File: src/rtl/tei_cfg.svh
// Offsets, field positions, reset values and timing counts of the pin conditioning block
`ifndef TEI_CFG_SVH
`define TEI_CFG_SVH

// ==========================================================
// Register byte offsets
`define TEI_OFF_TIMER_CTL   12'h000
`define TEI_OFF_FLAGS       12'h004
`define TEI_OFF_COUNT_A     12'h008
`define TEI_OFF_COUNT_B     12'h00C

// ==========================================================
// Field positions
`define TEI_CH_STRIDE       4
`define TEI_PM_LSB          8
`define TEI_FLG_IRQ_LSB     0
`define TEI_FLG_OVF_LSB     2
`define TEI_FLG_IPIN_LSB    4
`define TEI_FLG_CPIN_LSB    6

// ==========================================================
// Reset values
`define TEI_CTRL_RST        8'h00
`define TEI_COUNT_RST       16'h0000
`define TEI_SYNC_RST        4'hF

// ==========================================================
// Timing
`define TEI_CLK_NS          10
`define TEI_TICK_NS         120
`define TEI_TICK_CYC        (`TEI_TICK_NS / `TEI_CLK_NS)

`endif

File: src/rtl/tei_pkg.sv
// Types shared by the pin conditioning block and its bench
package tei_pkg;

  typedef struct packed {
    logic        psel;
    logic        penable;
    logic        pwrite;
    logic [11:0] paddr;
    logic [31:0] pwdata;
  } tei_apb_req_t;

  typedef struct packed {
    logic [31:0] prdata;
    logic        pready;
    logic        pslverr;
  } tei_apb_rsp_t;

  typedef struct packed {
    logic cnt_mode;
    logic edge_sel;
    logic gate;
    logic run;
  } tei_chan_cfg_t;

  typedef enum logic [1:0] {
    PM_RUN,
    PM_IDLE,
    PM_DOWN
  } tei_pm_t;

endpackage

File: src/rtl/tei_top.sv
// Timer pin, count pin and external interrupt pin conditioning with APB registers
//
// What this block does
// - Each of the two timers holds a 16-bit count that wraps.
// - With pin run control on, interrupt pin a gates timer a.
// - Edge select a set: falling edge on pin a sets flag a.
// - Edge select a clear: low level on pin a sets flag a.
// - With pin run control on, interrupt pin b gates timer b.
// - Edge select b set: falling edge on pin b sets flag b.
// - Edge select b clear: low level on pin b sets flag b.
// - Counter mode a: each falling edge on count pin a adds one.
// - Counter mode b: each falling edge on count pin b adds one.
// - Idle halts the processor; timers and interrupt flags keep running.
// - Power down freezes the timers; an external interrupt still wakes.
`timescale 1ns/1ps
`include "tei_cfg.svh"

module tei_top (
  input  wire logic                  MCLK_I,
  input  wire logic                  RESETN_I,
  input  wire tei_pkg::tei_apb_req_t APB_I,
  output      tei_pkg::tei_apb_rsp_t APB_O,
  input  wire logic                  EXT_IRQ_PIN_A_I,
  input  wire logic                  EXT_IRQ_PIN_B_I,
  input  wire logic                  COUNT_PIN_A_I,
  input  wire logic                  COUNT_PIN_B_I,
  input  wire logic                  IRQ_ACK_A_I,
  input  wire logic                  IRQ_ACK_B_I,
  output      logic                  IRQ_REQUEST_FLAG_A_O,
  output      logic                  IRQ_REQUEST_FLAG_B_O,
  output      logic                  CPU_HALT_O,
  output      logic                  PERIPH_CLK_EN_O
);
  import tei_pkg::*;

  // ==========================================================
  // Functions
  function automatic logic fell(input logic prev, input logic cur);
    fell = prev & ~cur;
  endfunction

  function automatic logic addr_ok(input logic [11:0] a);
    addr_ok = (a == `TEI_OFF_TIMER_CTL) || (a == `TEI_OFF_FLAGS) ||
              (a == `TEI_OFF_COUNT_A) || (a == `TEI_OFF_COUNT_B);
  endfunction

  function automatic logic [1:0] pm_bits(input tei_pm_t pm);
    unique case (pm)
      PM_RUN:  pm_bits = 2'h0;
      PM_IDLE: pm_bits = 2'h1;
      PM_DOWN: pm_bits = 2'h2;
    endcase
  endfunction

  // ==========================================================
  // Declarations
  logic [3:0]    pins;
  logic [3:0]    s1_q;
  logic [3:0]    s2_q;
  logic [3:0]    s3_q;
  logic [7:0]    ctrl_q;
  tei_pm_t       pm_q;
  logic [3:0]    tick_q;
  logic          tick;
  logic          periph_on;
  logic          wake;
  logic [31:0]   rd_d;
  logic [31:0]   rd_q;
  logic          err_q;
  logic          wr_en;
  logic          wr_ctrl;
  logic          wr_flags;
  logic          irq_q [2];
  logic          ovf_q [2];
  logic [15:0]   cnt_q [2];
  logic          inc [2];
  logic          wr_cnt [2];
  logic          run_en [2];
  logic          ack [2];
  tei_chan_cfg_t cfg [2];

  assign pins = {COUNT_PIN_B_I, COUNT_PIN_A_I, EXT_IRQ_PIN_B_I, EXT_IRQ_PIN_A_I};
  assign ack[0] = IRQ_ACK_A_I;
  assign ack[1] = IRQ_ACK_B_I;

  // ==========================================================
  // Pin synchronisers
  // two-flop synchroniser
  // Reset high so an idle-high pin gives no false edge at release
  always_ff @(posedge MCLK_I or negedge RESETN_I) begin
    if (!RESETN_I) begin
      s1_q <= `TEI_SYNC_RST;
      s2_q <= `TEI_SYNC_RST;
      s3_q <= `TEI_SYNC_RST;
    end else begin
      s1_q <= pins;
      s2_q <= s1_q;
      s3_q <= s2_q;
    end
  end

  // ==========================================================
  // APB slave
  assign wr_en    = APB_I.psel & APB_I.penable & APB_I.pwrite;
  assign wr_ctrl  = wr_en & (APB_I.paddr == `TEI_OFF_TIMER_CTL);
  assign wr_flags = wr_en & (APB_I.paddr == `TEI_OFF_FLAGS);
  assign wr_cnt[0] = wr_en & (APB_I.paddr == `TEI_OFF_COUNT_A);
  assign wr_cnt[1] = wr_en & (APB_I.paddr == `TEI_OFF_COUNT_B);

  always_comb begin
    rd_d = 32'h0000_0000;
    unique case (APB_I.paddr)
      `TEI_OFF_TIMER_CTL: rd_d = {22'h0, pm_bits(pm_q), ctrl_q};
      `TEI_OFF_FLAGS:     rd_d = {24'h0, ~s2_q[3:2], ~s2_q[1:0], ovf_q[1], ovf_q[0],
                                  irq_q[1], irq_q[0]};
      `TEI_OFF_COUNT_A:   rd_d = {16'h0, cnt_q[0]};
      `TEI_OFF_COUNT_B:   rd_d = {16'h0, cnt_q[1]};
      default:            rd_d = 32'h0000_0000;
    endcase
  end

  // Read data and error are latched in setup so the access phase needs no wait
  always_ff @(posedge MCLK_I or negedge RESETN_I) begin
    if (!RESETN_I) begin
      rd_q  <= 32'h0000_0000;
      err_q <= 1'b0;
    end else if (APB_I.psel && !APB_I.penable) begin
      rd_q  <= APB_I.pwrite ? 32'h0000_0000 : rd_d;
      err_q <= ~addr_ok(APB_I.paddr);
    end
  end

  assign APB_O.prdata  = rd_q;
  assign APB_O.pready  = 1'b1;
  assign APB_O.pslverr = err_q & APB_I.psel & APB_I.penable;

  always_ff @(posedge MCLK_I or negedge RESETN_I) begin
    if (!RESETN_I) begin
      ctrl_q <= `TEI_CTRL_RST;
    end else if (wr_ctrl) begin
      ctrl_q <= APB_I.pwdata[7:0];
    end
  end

  // ==========================================================
  // Power modes
  assign wake      = (pm_q != PM_RUN) & (irq_q[0] | irq_q[1]);
  assign periph_on = (pm_q != PM_DOWN);

  // interrupt wakes; wake beats a software write
  always_ff @(posedge MCLK_I or negedge RESETN_I) begin
    if (!RESETN_I) begin
      pm_q <= PM_RUN;
    end else if (wake) begin
      pm_q <= PM_RUN;
    end else if (wr_ctrl) begin
      unique case (APB_I.pwdata[`TEI_PM_LSB +: 2])
        2'h0:    pm_q <= PM_RUN;
        2'h1:    pm_q <= PM_IDLE;
        2'h2:    pm_q <= PM_DOWN;
        default: pm_q <= pm_q;
      endcase
    end
  end

  assign CPU_HALT_O      = (pm_q != PM_RUN);
  assign PERIPH_CLK_EN_O = periph_on;

  // ==========================================================
  // Timer tick divider
  // divider frozen with the peripheral clock
  always_ff @(posedge MCLK_I or negedge RESETN_I) begin
    if (!RESETN_I) begin
      tick_q <= 4'h0;
    end else if (periph_on) begin
      tick_q <= tick ? 4'h0 : tick_q + 4'h1;
    end
  end
  assign tick = periph_on && (tick_q == 4'(`TEI_TICK_CYC - 1));

  // ==========================================================
  // Channels
  for (genvar ch = 0; ch < 2; ch++) begin : g_ch
    assign cfg[ch] = tei_chan_cfg_t'(ctrl_q[ch*`TEI_CH_STRIDE +: `TEI_CH_STRIDE]);

    // interrupt pin gates the run bit
    assign run_en[ch] = cfg[ch].run & (~cfg[ch].gate | s2_q[ch]) & periph_on;

    // count pin of this channel in counter mode, the shared tick otherwise
    assign inc[ch] = run_en[ch] &
                     (cfg[ch].cnt_mode ? fell(s3_q[ch+2], s2_q[ch+2]) : tick);

    // 16-bit count, software load wins over a step
    always_ff @(posedge MCLK_I or negedge RESETN_I) begin
      if (!RESETN_I) begin
        cnt_q[ch] <= `TEI_COUNT_RST;
      end else if (wr_cnt[ch]) begin
        cnt_q[ch] <= APB_I.pwdata[15:0];
      end else if (inc[ch]) begin
        cnt_q[ch] <= cnt_q[ch] + 16'h0001;
      end
    end

    // Wrap marker, set beats clear
    always_ff @(posedge MCLK_I or negedge RESETN_I) begin
      if (!RESETN_I) begin
        ovf_q[ch] <= 1'b0;
      end else if (inc[ch] && !wr_cnt[ch] && cnt_q[ch] == 16'hFFFF) begin
        ovf_q[ch] <= 1'b1;
      end else if (wr_flags && APB_I.pwdata[`TEI_FLG_OVF_LSB + ch]) begin
        ovf_q[ch] <= 1'b0;
      end
    end

    // level mode flag follows low pin
    // edge flag held until cleared; set beats clear
    always_ff @(posedge MCLK_I or negedge RESETN_I) begin
      if (!RESETN_I) begin
        irq_q[ch] <= 1'b0;
      end else if (!cfg[ch].edge_sel) begin
        irq_q[ch] <= ~s2_q[ch];
      end else if (fell(s3_q[ch], s2_q[ch])) begin
        irq_q[ch] <= 1'b1;
      end else if (ack[ch] || (wr_flags && APB_I.pwdata[`TEI_FLG_IRQ_LSB + ch])) begin
        irq_q[ch] <= 1'b0;
      end
    end

    // ==========================================================
    // Channel checks
    a_edge_sets_flag: assert property (@(posedge MCLK_I) disable iff (!RESETN_I)
      cfg[ch].edge_sel && fell(s3_q[ch], s2_q[ch]) |=> irq_q[ch])
      else $error("falling edge did not set flag");

    a_level_follows: assert property (@(posedge MCLK_I) disable iff (!RESETN_I)
      !cfg[ch].edge_sel |=> irq_q[ch] == !$past(s2_q[ch]))
      else $error("level flag does not follow pin");

    a_edge_sticky: assert property (@(posedge MCLK_I) disable iff (!RESETN_I)
      cfg[ch].edge_sel && irq_q[ch] && !ack[ch] && !wr_flags
      ##1 cfg[ch].edge_sel |-> irq_q[ch])
      else $error("edge flag dropped without clear");

    a_pin_count: assert property (@(posedge MCLK_I) disable iff (!RESETN_I)
      cfg[ch].cnt_mode && run_en[ch] && fell(s3_q[ch+2], s2_q[ch+2]) && !wr_cnt[ch]
      |=> cnt_q[ch] == $past(cnt_q[ch]) + 16'h0001)
      else $error("count pin edge not counted");

    a_gate_holds: assert property (@(posedge MCLK_I) disable iff (!RESETN_I)
      cfg[ch].gate && !s2_q[ch] && !wr_cnt[ch] |=> $stable(cnt_q[ch]))
      else $error("gated timer advanced");

    a_count_wraps: assert property (@(posedge MCLK_I) disable iff (!RESETN_I)
      inc[ch] && !wr_cnt[ch] && cnt_q[ch] == 16'hFFFF
      |=> cnt_q[ch] == 16'h0000 && ovf_q[ch])
      else $error("count did not wrap at 16 bits");

    a_down_frozen: assert property (@(posedge MCLK_I) disable iff (!RESETN_I)
      pm_q == PM_DOWN && !wr_cnt[ch] |=> $stable(cnt_q[ch]))
      else $error("timer moved in power down");

    a_edge_no_false: assert property (@(posedge MCLK_I) disable iff (!RESETN_I)
      cfg[ch].edge_sel && !irq_q[ch] && !fell(s3_q[ch], s2_q[ch]) |=> !irq_q[ch])
      else $error("edge flag set without falling edge");

    a_flag_clear: assert property (@(posedge MCLK_I) disable iff (!RESETN_I)
      cfg[ch].edge_sel && !fell(s3_q[ch], s2_q[ch]) &&
      (ack[ch] || (wr_flags && APB_I.pwdata[`TEI_FLG_IRQ_LSB + ch])) |=> !irq_q[ch])
      else $error("edge flag not cleared");

    a_count_load: assert property (@(posedge MCLK_I) disable iff (!RESETN_I)
      wr_cnt[ch] |=> cnt_q[ch] == $past(APB_I.pwdata[15:0]))
      else $error("count load lost");

    a_timer_step: assert property (@(posedge MCLK_I) disable iff (!RESETN_I)
      !cfg[ch].cnt_mode && run_en[ch] && tick && !wr_cnt[ch]
      |=> cnt_q[ch] == $past(cnt_q[ch]) + 16'h0001)
      else $error("timer missed a tick");

    // Set beats clear, so only a clear with no wrap must drop the marker
    a_wrap_clear: assert property (@(posedge MCLK_I) disable iff (!RESETN_I)
      !(inc[ch] && cnt_q[ch] == 16'hFFFF) && wr_flags && APB_I.pwdata[`TEI_FLG_OVF_LSB + ch]
      |=> !ovf_q[ch])
      else $error("wrap marker not cleared");

    c_pin_count: cover property (@(posedge MCLK_I) disable iff (!RESETN_I)
      cfg[ch].cnt_mode && inc[ch]);
    c_edge_flag: cover property (@(posedge MCLK_I) disable iff (!RESETN_I)
      cfg[ch].edge_sel && $rose(irq_q[ch]));
    c_flag_ack: cover property (@(posedge MCLK_I) disable iff (!RESETN_I)
      cfg[ch].edge_sel && ack[ch] && irq_q[ch]);
  end

  assign IRQ_REQUEST_FLAG_A_O = irq_q[0];
  assign IRQ_REQUEST_FLAG_B_O = irq_q[1];

  // ==========================================================
  // Block level checks
  a_sync_two_flop: assert property (@(posedge MCLK_I) disable iff (!RESETN_I)
    $past(RESETN_I, 3) |-> s2_q == $past(pins, 2))
    else $error("pin not seen after two flops");

  a_down_wakes: assert property (@(posedge MCLK_I) disable iff (!RESETN_I)
    pm_q == PM_DOWN && (irq_q[0] || irq_q[1]) |=> pm_q == PM_RUN)
    else $error("interrupt did not wake power down");

  a_down_clk_off: assert property (@(posedge MCLK_I) disable iff (!RESETN_I)
    pm_q == PM_DOWN |-> CPU_HALT_O && !PERIPH_CLK_EN_O)
    else $error("power down left the peripheral clock on");

  a_idle_runs: assert property (@(posedge MCLK_I) disable iff (!RESETN_I)
    pm_q == PM_IDLE |-> CPU_HALT_O && PERIPH_CLK_EN_O)
    else $error("idle stopped peripherals or ran processor");

  // Stepwise, so a legal move from idle to power down cannot trip it
  a_idle_ticks: assert property (@(posedge MCLK_I) disable iff (!RESETN_I)
    pm_q == PM_IDLE |=> tick_q == ($past(tick) ? 4'h0 : $past(tick_q) + 4'h1))
    else $error("tick stopped in idle");

  a_pm_reserved: assert property (@(posedge MCLK_I) disable iff (!RESETN_I)
    wr_ctrl && APB_I.pwdata[`TEI_PM_LSB +: 2] == 2'h3 && !irq_q[0] && !irq_q[1]
    |=> $stable(pm_q))
    else $error("reserved power code changed the mode");

  a_bad_addr_err: assert property (@(posedge MCLK_I) disable iff (!RESETN_I)
    APB_I.psel && !APB_I.penable && !addr_ok(APB_I.paddr) ##1 APB_I.penable
    |-> APB_O.pslverr)
    else $error("unmapped access gave no error");

  a_good_addr_ok: assert property (@(posedge MCLK_I) disable iff (!RESETN_I)
    APB_I.psel && !APB_I.penable && addr_ok(APB_I.paddr) ##1 APB_I.penable
    |-> !APB_O.pslverr)
    else $error("mapped access gave an error");

  c_wake_down: cover property (@(posedge MCLK_I) disable iff (!RESETN_I)
    pm_q == PM_DOWN ##1 pm_q == PM_RUN);
  c_gated_run: cover property (@(posedge MCLK_I) disable iff (!RESETN_I)
    cfg[0].gate && run_en[0] && inc[0]);

endmodule

File: config.mk
export PLATFORM = sky130hd
export DESIGN_NAME = tei_top
export DESIGN_NICKNAME = d
export VERILOG_FILES = /design/src/rtl/tei_pkg.sv /design/src/rtl/tei_top.sv
export VERILOG_INCLUDE_DIRS = /design/src /design/src/rtl
export SDC_FILE = /design/constraint.sdc
export NUM_CORES = 1
export LEC_CHECK = 0
export ABC_CLOCK_PERIOD_IN_PS = 2400
export BUFFER_PORTS_ARGS = -buffer_cell sky130_fd_sc_hd__buf_2
export CORE_ASPECT_RATIO = 0.75
export CORE_UTILIZATION = 49
export DETAILED_ROUTE_END_ITERATION = 10
export GPL_ROUTABILITY_DRIVEN = 0
export PLACE_DENSITY = 0.8
export SLEW_MARGIN = 20
export SYNTH_ARGS = -nofsm -noshare
export SYNTH_HDL_FRONTEND = slang
export SYNTH_SLANG_ARGS = --single-unit
File: constraint.sdc
create_clock -name MCLK_I -period 2.4 [get_ports MCLK_I]
set_input_delay 0.48 -clock MCLK_I [delete_from_list [all_inputs] [get_ports MCLK_I]]
set_output_delay 0.48 -clock MCLK_I [all_outputs]
set_load 0.01 [all_outputs]
==> impl_results.md, run 1 <==
- Worst slew pin tran: approximately 0.64 ns
- VDD IR max: between 0.5 and 0.6 mV
- Startpoint types: flop
- Largest net degree at the start of global routing: between 40 and 50
- Fmax: 0.4615 GHz
- RR Endpoint: cnt_q[29]
- RSZ-0062 raised after global routing: false
- Post-CTS Setup Repair Bufs: 0
- Arr. time, crit path: ~2.4 ns
- Diode count: 0
- Final Skew: between 0.009 and 0.01 ns
- Clk_lat worst skew: roughly 0.34 ns
- Residual antenna-violating net count after detailed routing: 0
- Outcome: finished clean
- Worst Setup SP: tick_q[0]
- 1st-iter DRT viols: around 260
- Leakage: roughly 0.0022 uW
- Total Routing Usage GR: between 20% and 30%
- Number of port buffers: 59
- R2R Setup Slk: between 0.2 and 0.25 ns
- Setup ws final: about 0.23 ns
- Worst-path clk slew: 0.06 ns
- Max-slew headroom: 57.46%
- Setup Total Neg Slack: 0 ns
- CP delay by family, top: compound AO/OA/AOI/OAI gates
- Routed length per instance: roughly 17 um
- Setup crit end kind: flop
- Share of cells above drive strength 1: approximately a quarter
- Avg Cell Area, Syn: 9.571 um^2
- Asr flop ratio synth: 100.0%
- Nets: about 570
- PD cells: 642.6 nW/um^2
- Main flop type after synthesis: dfrtp_1
- Synthesis-to-finish area growth: 17.60%
- Fin crit share: approximately 90%
- Seq/Total Area, Yosys: a little under half
- Max Cap Viol: 0
- FP Rows: 29
- Endpoints failing hold: 0
- Hold Path Class: in2async
- Clock period minus worst slack: 2.167 ns
- Slew Viols, Final: 0
- Worst reg-to-reg path cell count: 6
- Clk sinks: 79
- Die area: between 9000 and 10000 um^2
- Slowest cell on crit path: o2111a_1
- Die Wd: around 110 um
- First-pass GRT wire length: roughly 17 mm
- WP buf/inv: 0
- Netlist area before placement: between 4000 and 5000 um^2
- CTS Hold Buffers Added: 0
- Number of synthesized register bits: between 70 and 80
- DP HPWL: around 7.8 mm
- Vias: between 3k and 4k
- CTS tree: built
- Vias in the first global route: roughly 3.3k
- Dpl ws: between 0.1 and 0.15 ns
- Mapped Cells: 445
- CP Max Fanout: 12
- Crit path largest cell delay: ~0.56 ns
- CORE AREA: 8454 um^2
- Starting Density: around half
- Synth warn: 0
- Maximum root-to-sink buffer count: 2
- First-pass DRT Iterations: 5
- DRC errors left: 0
- Final setup fails: 0
- Ports: 93
- GR Overflow Total: 0
- Die Y: slightly above 80 um
- H-Tree Depth: 3
- Yosys cell types: 49
- Root buf cell: clkbuf_16
- FF-to-FF Start: tick_q[0]
- WHS: around 0.13 ns
- Initial antenna violation count: 0
- Via/cell ratio: between 5 and 6
- Worst-path cell chain: ha_1, nor4bb_2, o2111a_1, nand4_1, xor2_1, a21oi_1
- CTS buffer count: 9
- Kind of critical path: reg2reg
- Total Wirelength: 10.59 mm
- EDFF count, synth: 0
- CP required: about 2.7 ns
==> cells in the final DEF (no fill, tap or decap), drive strengths merged, types with 3 or more instances in the layout <==
master	Yosys	final
a22oi	12	12
conb	2	17
a21oi	42	42
xor2	13	13
a2bb2oi	3	3
bufinv	0	3
nand2b	3	3
inv	8	8
dfstp	12	12
a21o	3	3
a22o	3	3
and3	11	11
nor4	9	9
nand3	9	9
dfrtp	67	67
buf	22	76
nand2	41	41
o21ai	22	22
xnor2	17	17
clkbuf	17	13
ha	6	6
nor2	43	43
nor2b	5	5
nor3	11	11
nand4	23	23
mux2	13	13
==> cells in the mapped netlist (all sizes together) (3+ instances only) <==
library cell / number / area [um^2]
mux2: 13 / 146.4
xor2: 13 / 113.9
a2bb2oi: 3 / 26.28
a21oi: 42 / 210.2
a21o: 3 / 22.52
nor2b: 5 / 31.28
xnor2: 17 / 148.9
a22o: 3 / 26.28
nand3: 9 / 45.04
nand2b: 3 / 18.77
nand2: 41 / 153.9
clkbuf: 17 / 63.81
buf: 22 / 160.1
o21ai: 22 / 110.1
nand4: 23 / 143.9
nor3: 11 / 55.05
a22oi: 12 / 90.09
dfstp: 12 / 315.3
nor4: 9 / 68.81
dfrtp: 67 / 1677
inv: 8 / 30.03
and3: 11 / 68.82
ha: 6 / 75.07
nor2: 43 / 161.4
==> worst reg2reg max path: cells and delay by family, from the launching register on <==
| family | cells | cell delay [ns] |
|---|---|---|
| adder cells (fa/ha/maj) | 1 | 0.22 |
| flip-flops | 1 | 0.38 |
| AND/OR/NAND/NOR | 2 | 0.61 |
| XOR/XNOR | 1 | 0.19 |
| AO/OA/AOI/OAI | 2 | 0.70 |
==> power by group <==
part / switching [uW] / internal, uW / total [uW]
clock network: 507 / 1070 / 1580
registers: 37.6 / 1370 / 1410
logic: 130 / 97.7 / 227
==> flip-flops by register name, indices dropped and copies added, names as in the netlist, 2 cells and up <==
register	cells
ovf_q	2
tick_q	4
cnt_q	32
s1_q	4
s2_q	4
ctrl_q	8
rd_q	16
pm_q	2
s3_q	4
==> worst max-delay path by stage <==
stage,endpoint,slack (ns),cells past startpoint
finish,cnt_q[29],0.23,6
detailed placement,rd_q[0],0.10,5
global placement,rd_q[7],0.20,5
CTS,cnt_q[29],0.20,6
floorplan,cnt_q[6],0.44,7
global route,cnt_q[27],0.08,6
==> metrics by stage <==
| stage | util [%] | area, um^2 | total power [uW] | std cells |
|---|---|---|---|---|
| 2_1_floorplan | - | 4315 | 1562 | 460 |
| 4_1_cts | 59.17 | 5002 | 3239 | 621 |
| 5_1_grt | 59.24 | 5009 | 3318 | 621 |
| 6_report | 59.24 | 5009 | 3218 | 621 |
| 3_3_place_gp | 55.02 | 4652 | 1646 | 605 |
| 3_5_place_dp | 55.02 | 4652 | 1655 | 605 |
==> layer usage <==
layer | track usage [%] | vias to the layer above | wire, um
met5 | 0 | - | 0
met4 | 7.467 | 0 | 121
met3 | 6.515 | 13 | 946
met2 | 38.36 | 173 | 4657
met1 | 35.49 | 1721 | 4860
li1 | - | 1683 | -
==> what timing repair did <==
item | CTS | global route
resized for setup | 0 | 1
hold endpoints to repair | 0 | 0
setup endpoints to repair | 0 | 1
==> cell type report <==
| cell class | instances | area [um^2] |
|---|---|---|
| Fill cell | 742 | 3446 |
| Multi-Input combinational cell | 334 | 2076 |
| Sequential cell | 79 | 1992 |
| Timing Repair Buffer | 76 | 425.4 |
| Clock buffer | 13 | 260.3 |
| Tap cell | 108 | 135.1 |
| Clock inverter | 3 | 90.09 |
| Inverter | 8 | 30.03 |
==> cells by family (layout without fill, tap and decap cells) <==
| kind of cell | count (synthesis) | after routing | synth area share [%] |
|---|---|---|---|
| fa+ha+maj | 6 | 6 | 1.763 |
| compound gates | 94 | 94 | 13.31 |
| simple gates | 170 | 170 | 20.89 |
| xor+xnor | 30 | 30 | 6.169 |
| buf+inv | 47 | 100 | 5.963 |
| mux | 17 | 17 | 4.965 |
| flops | 79 | 79 | 46.77 |
| other cells | 2 | 17 | 0.1763 |
No activity file was read; power rests on OpenSTA's default activity.
==> run 2, diff against run 1 <==
--- a/config.mk
+++ b/config.mk
@@ -6,13 +6,13 @@
 export SDC_FILE = /design/constraint.sdc
 export NUM_CORES = 1
 export LEC_CHECK = 0
-export ABC_CLOCK_PERIOD_IN_PS = 2400
+export ABC_CLOCK_PERIOD_IN_PS = 1900
 export BUFFER_PORTS_ARGS = -buffer_cell sky130_fd_sc_hd__buf_2
 export CORE_ASPECT_RATIO = 0.75
 export CORE_UTILIZATION = 49
 export DETAILED_ROUTE_END_ITERATION = 10
 export GPL_ROUTABILITY_DRIVEN = 0
-export PLACE_DENSITY = 0.8
+export PLACE_DENSITY = 0.83
 export SLEW_MARGIN = 20
 export SYNTH_ARGS = -nofsm -noshare
 export SYNTH_HDL_FRONTEND = slang
==> constraint.sdc (replaced) <==
create_clock -name MCLK_I -period 1.9 [get_ports MCLK_I]
set_input_delay 0.38 -clock MCLK_I [delete_from_list [all_inputs] [get_ports MCLK_I]]
set_output_delay 0.38 -clock MCLK_I [all_outputs]
set_load 0.01 [all_outputs]
==> impl_results.md, run 2 (same netlist as run 1, synthesis figures left out) <==
- Comb pwr share: a little under a tenth
- Fin crit share: between 90 and 100%
- Setup crit end kind: primary output
- Maximum root-to-sink buffer count: 2
- Starting Density: roughly half
- Die area: around 9100 um^2
- Root buf cell: clkbuf_16
- CORE AREA: 8454 um^2
- Biggest register: cnt_q
- 1st-iter DRT viols: between 300 and 400
- Worst-path clk slew: around 0.060 ns
- RSZ-0062 raised after global routing: true
- Outcome: finished clean
- Register share of total power: 43.1%
- Worst Setup SP: pm_q[0]
- Final Cell Area: 5346 um^2
- Leakage: 0.002425 uW
- Max-slew headroom: 62.32%
- Arr. time, crit path: 1.43 ns
- CTS buffer count: 9
- Psw: approximately 900 uW
- Vias in the first global route: ~3.5k
- CP Max Fanout: 6
- Fmax: between 0.5 and 0.6 GHz
- GR Overflow Total: 0
- Total Wirelength: about 11 mm
- FP Rows: 29
- Largest register FFs: 32
- Placed Cells incl. Taps: roughly 630
- Die Wd: around 110 um
- Crit path largest cell delay: about 0.40 ns
- Synthesis-to-finish area growth: 25.53%
- Die Y: a little over 80 um
- H-Tree Depth: 3
- Vias: approximately 3.8k
- CTS tree: built
- Diode count: 0
- Routed length per instance: roughly 18 um
- Kind of critical path: reg2out
- Clock period minus worst slack: between 1.5 and 2 ns
- Placed Area: roughly 4900 um^2
- Share of cells above drive strength 1: ~30%
- PD cells: 765.4 nW/um^2
- Final setup fails: 0
- Clk sinks: between 70 and 80
- Final Skew: between 0.006 and 0.007 ns
- Nets: slightly below 600
- Startpoint types: flop
- First-pass DRT Iterations: 5
- VDD IR max: 0.5048 mV
- Ports: 93
- Clk_lat worst skew: approximately 0.34 ns
- Largest net degree at the start of global routing: 36
- Slew Viols, Final: 0
- Total Routing Usage GR: about 27%
- CP required: 1.52 ns
- Most common cell after layout, fill and taps aside: dfrtp_1
- Worst-path cell chain: nor2b_4, inv_1, buf_4, buf_2
- Via/cell ratio: 5.902
- Clock network power share: between 40% and 50%
- Largest registers: cnt_q: 32 flops, rd_q: 16 flops, ctrl_q: 8 flops
- Commonest cells after routing, fill and taps aside: 67 x dfrtp_1, 58 x buf_2, 43 x nor2_1
- Hold Path Class: in2reg
- DRC errors left: 0
- Hold Startpoint: COUNT_PIN_B_I
- Initial antenna violation count: 0
- WHS: 0.1332 ns
- Number of port buffers: 59
- Dpl ws: -0.1608 ns
- Endpoints failing hold: 0
- Residual antenna-violating net count after detailed routing: 0
- Worst slew pin tran: 0.5641 ns
- Layout Cells excl Fill: ~650
- Setup ws final: 0.09291 ns
- First-pass GRT wire length: around 18 mm
- Power Internal: 3188 uW
- Switching Share: ~22%
- Max Cap Viol: 0
- FF-to-FF Start: tick_q[0]
- DP HPWL: 8.330 mm
- Slowest cell on crit path: dfrtp_1
## run 2: cell types whose count changed in the layout (fill, tap and decap cells not counted), sizes merged
cell	before	now
dlygate4sd3	0	1
clkinv	0	3
clkbuf	13	10
buf	76	99
## run 2: worst max-delay path, delay by kind of cell, from the launching register on
kind	cells	cell delay (ns)
buf+inv	3	0.51
flops	1	0.40
simple gates	1	0.19
## run 2: what timing repair did
action                                 4_1_cts  5_1_grt
cloned                                       0        0
gates resized for setup                      4       17
hold buffers                                 1        0
setup endpoints to repair                    4       14
endpoints found under the hold margin       19        0
pin swaps                                    0        2
buffers inserted                             0        0
## run 2: area by class of cell
type	instances	area, um^2
multi-input cells	334	2190
repair buffers	100	661.9
well taps	108	135.1
inverters	8	30.03
clock inverters	6	108.9
fillers	689	3108
clock buffers	10	229.0
flip-flops and latches	79	1992
## run 2: final timing paths
check | slack [ns] | cells past startpoint | end
worst max-delay path | 0.09 | 4 | PERIPH_CLK_EN_O
max in group asynchronous | 0.80 | 3 | cnt_q[15]
min in group asynchronous | 0.48 | 2 | rd_q[3]
worst min-delay path | 0.13 | 1 | s1_q[3]
worst min register to register | 0.36 | 0 | s2_q[1]
worst max register to register | 0.09 | 7 | cnt_q[0]
## run 2: stage by stage
| stage | total power (uW) | TNS (ns) | util (%) |
|---|---|---|---|
| 2_1_floorplan | 1974 | 0 | - |
| 3_3_place_gp | 2129 | -0.5624 | 57.66 |
| 3_5_place_dp | 2143 | -2.004 | 57.66 |
| 4_1_cts | 4115 | 0 | 62.05 |
| 5_1_grt | 4231 | -0.005754 | 63.24 |
| 6_report | 4092 | 0 | 63.24 |
## run 2: metal layers
layer  up-vias  wire length, um  track usage, %
li1       1730                -               -
met1      1854             4971           36.76
met2       206             5095           41.38
met3        17             1127           7.143
met4         0              180           10.80
met5         -                0               0
## run 2: power by group through the flow
stage | logic (uW) | clock network, uW | registers (uW)
global route | 417 | 2040 | 1770
finish | 376 | 1950 | 1770
floorplan | 178 | 0 | 1800
detailed placement | 356 | 0 | 1790
CTS | 368 | 1980 | 1770
global placement | 344 | 0 | 1790
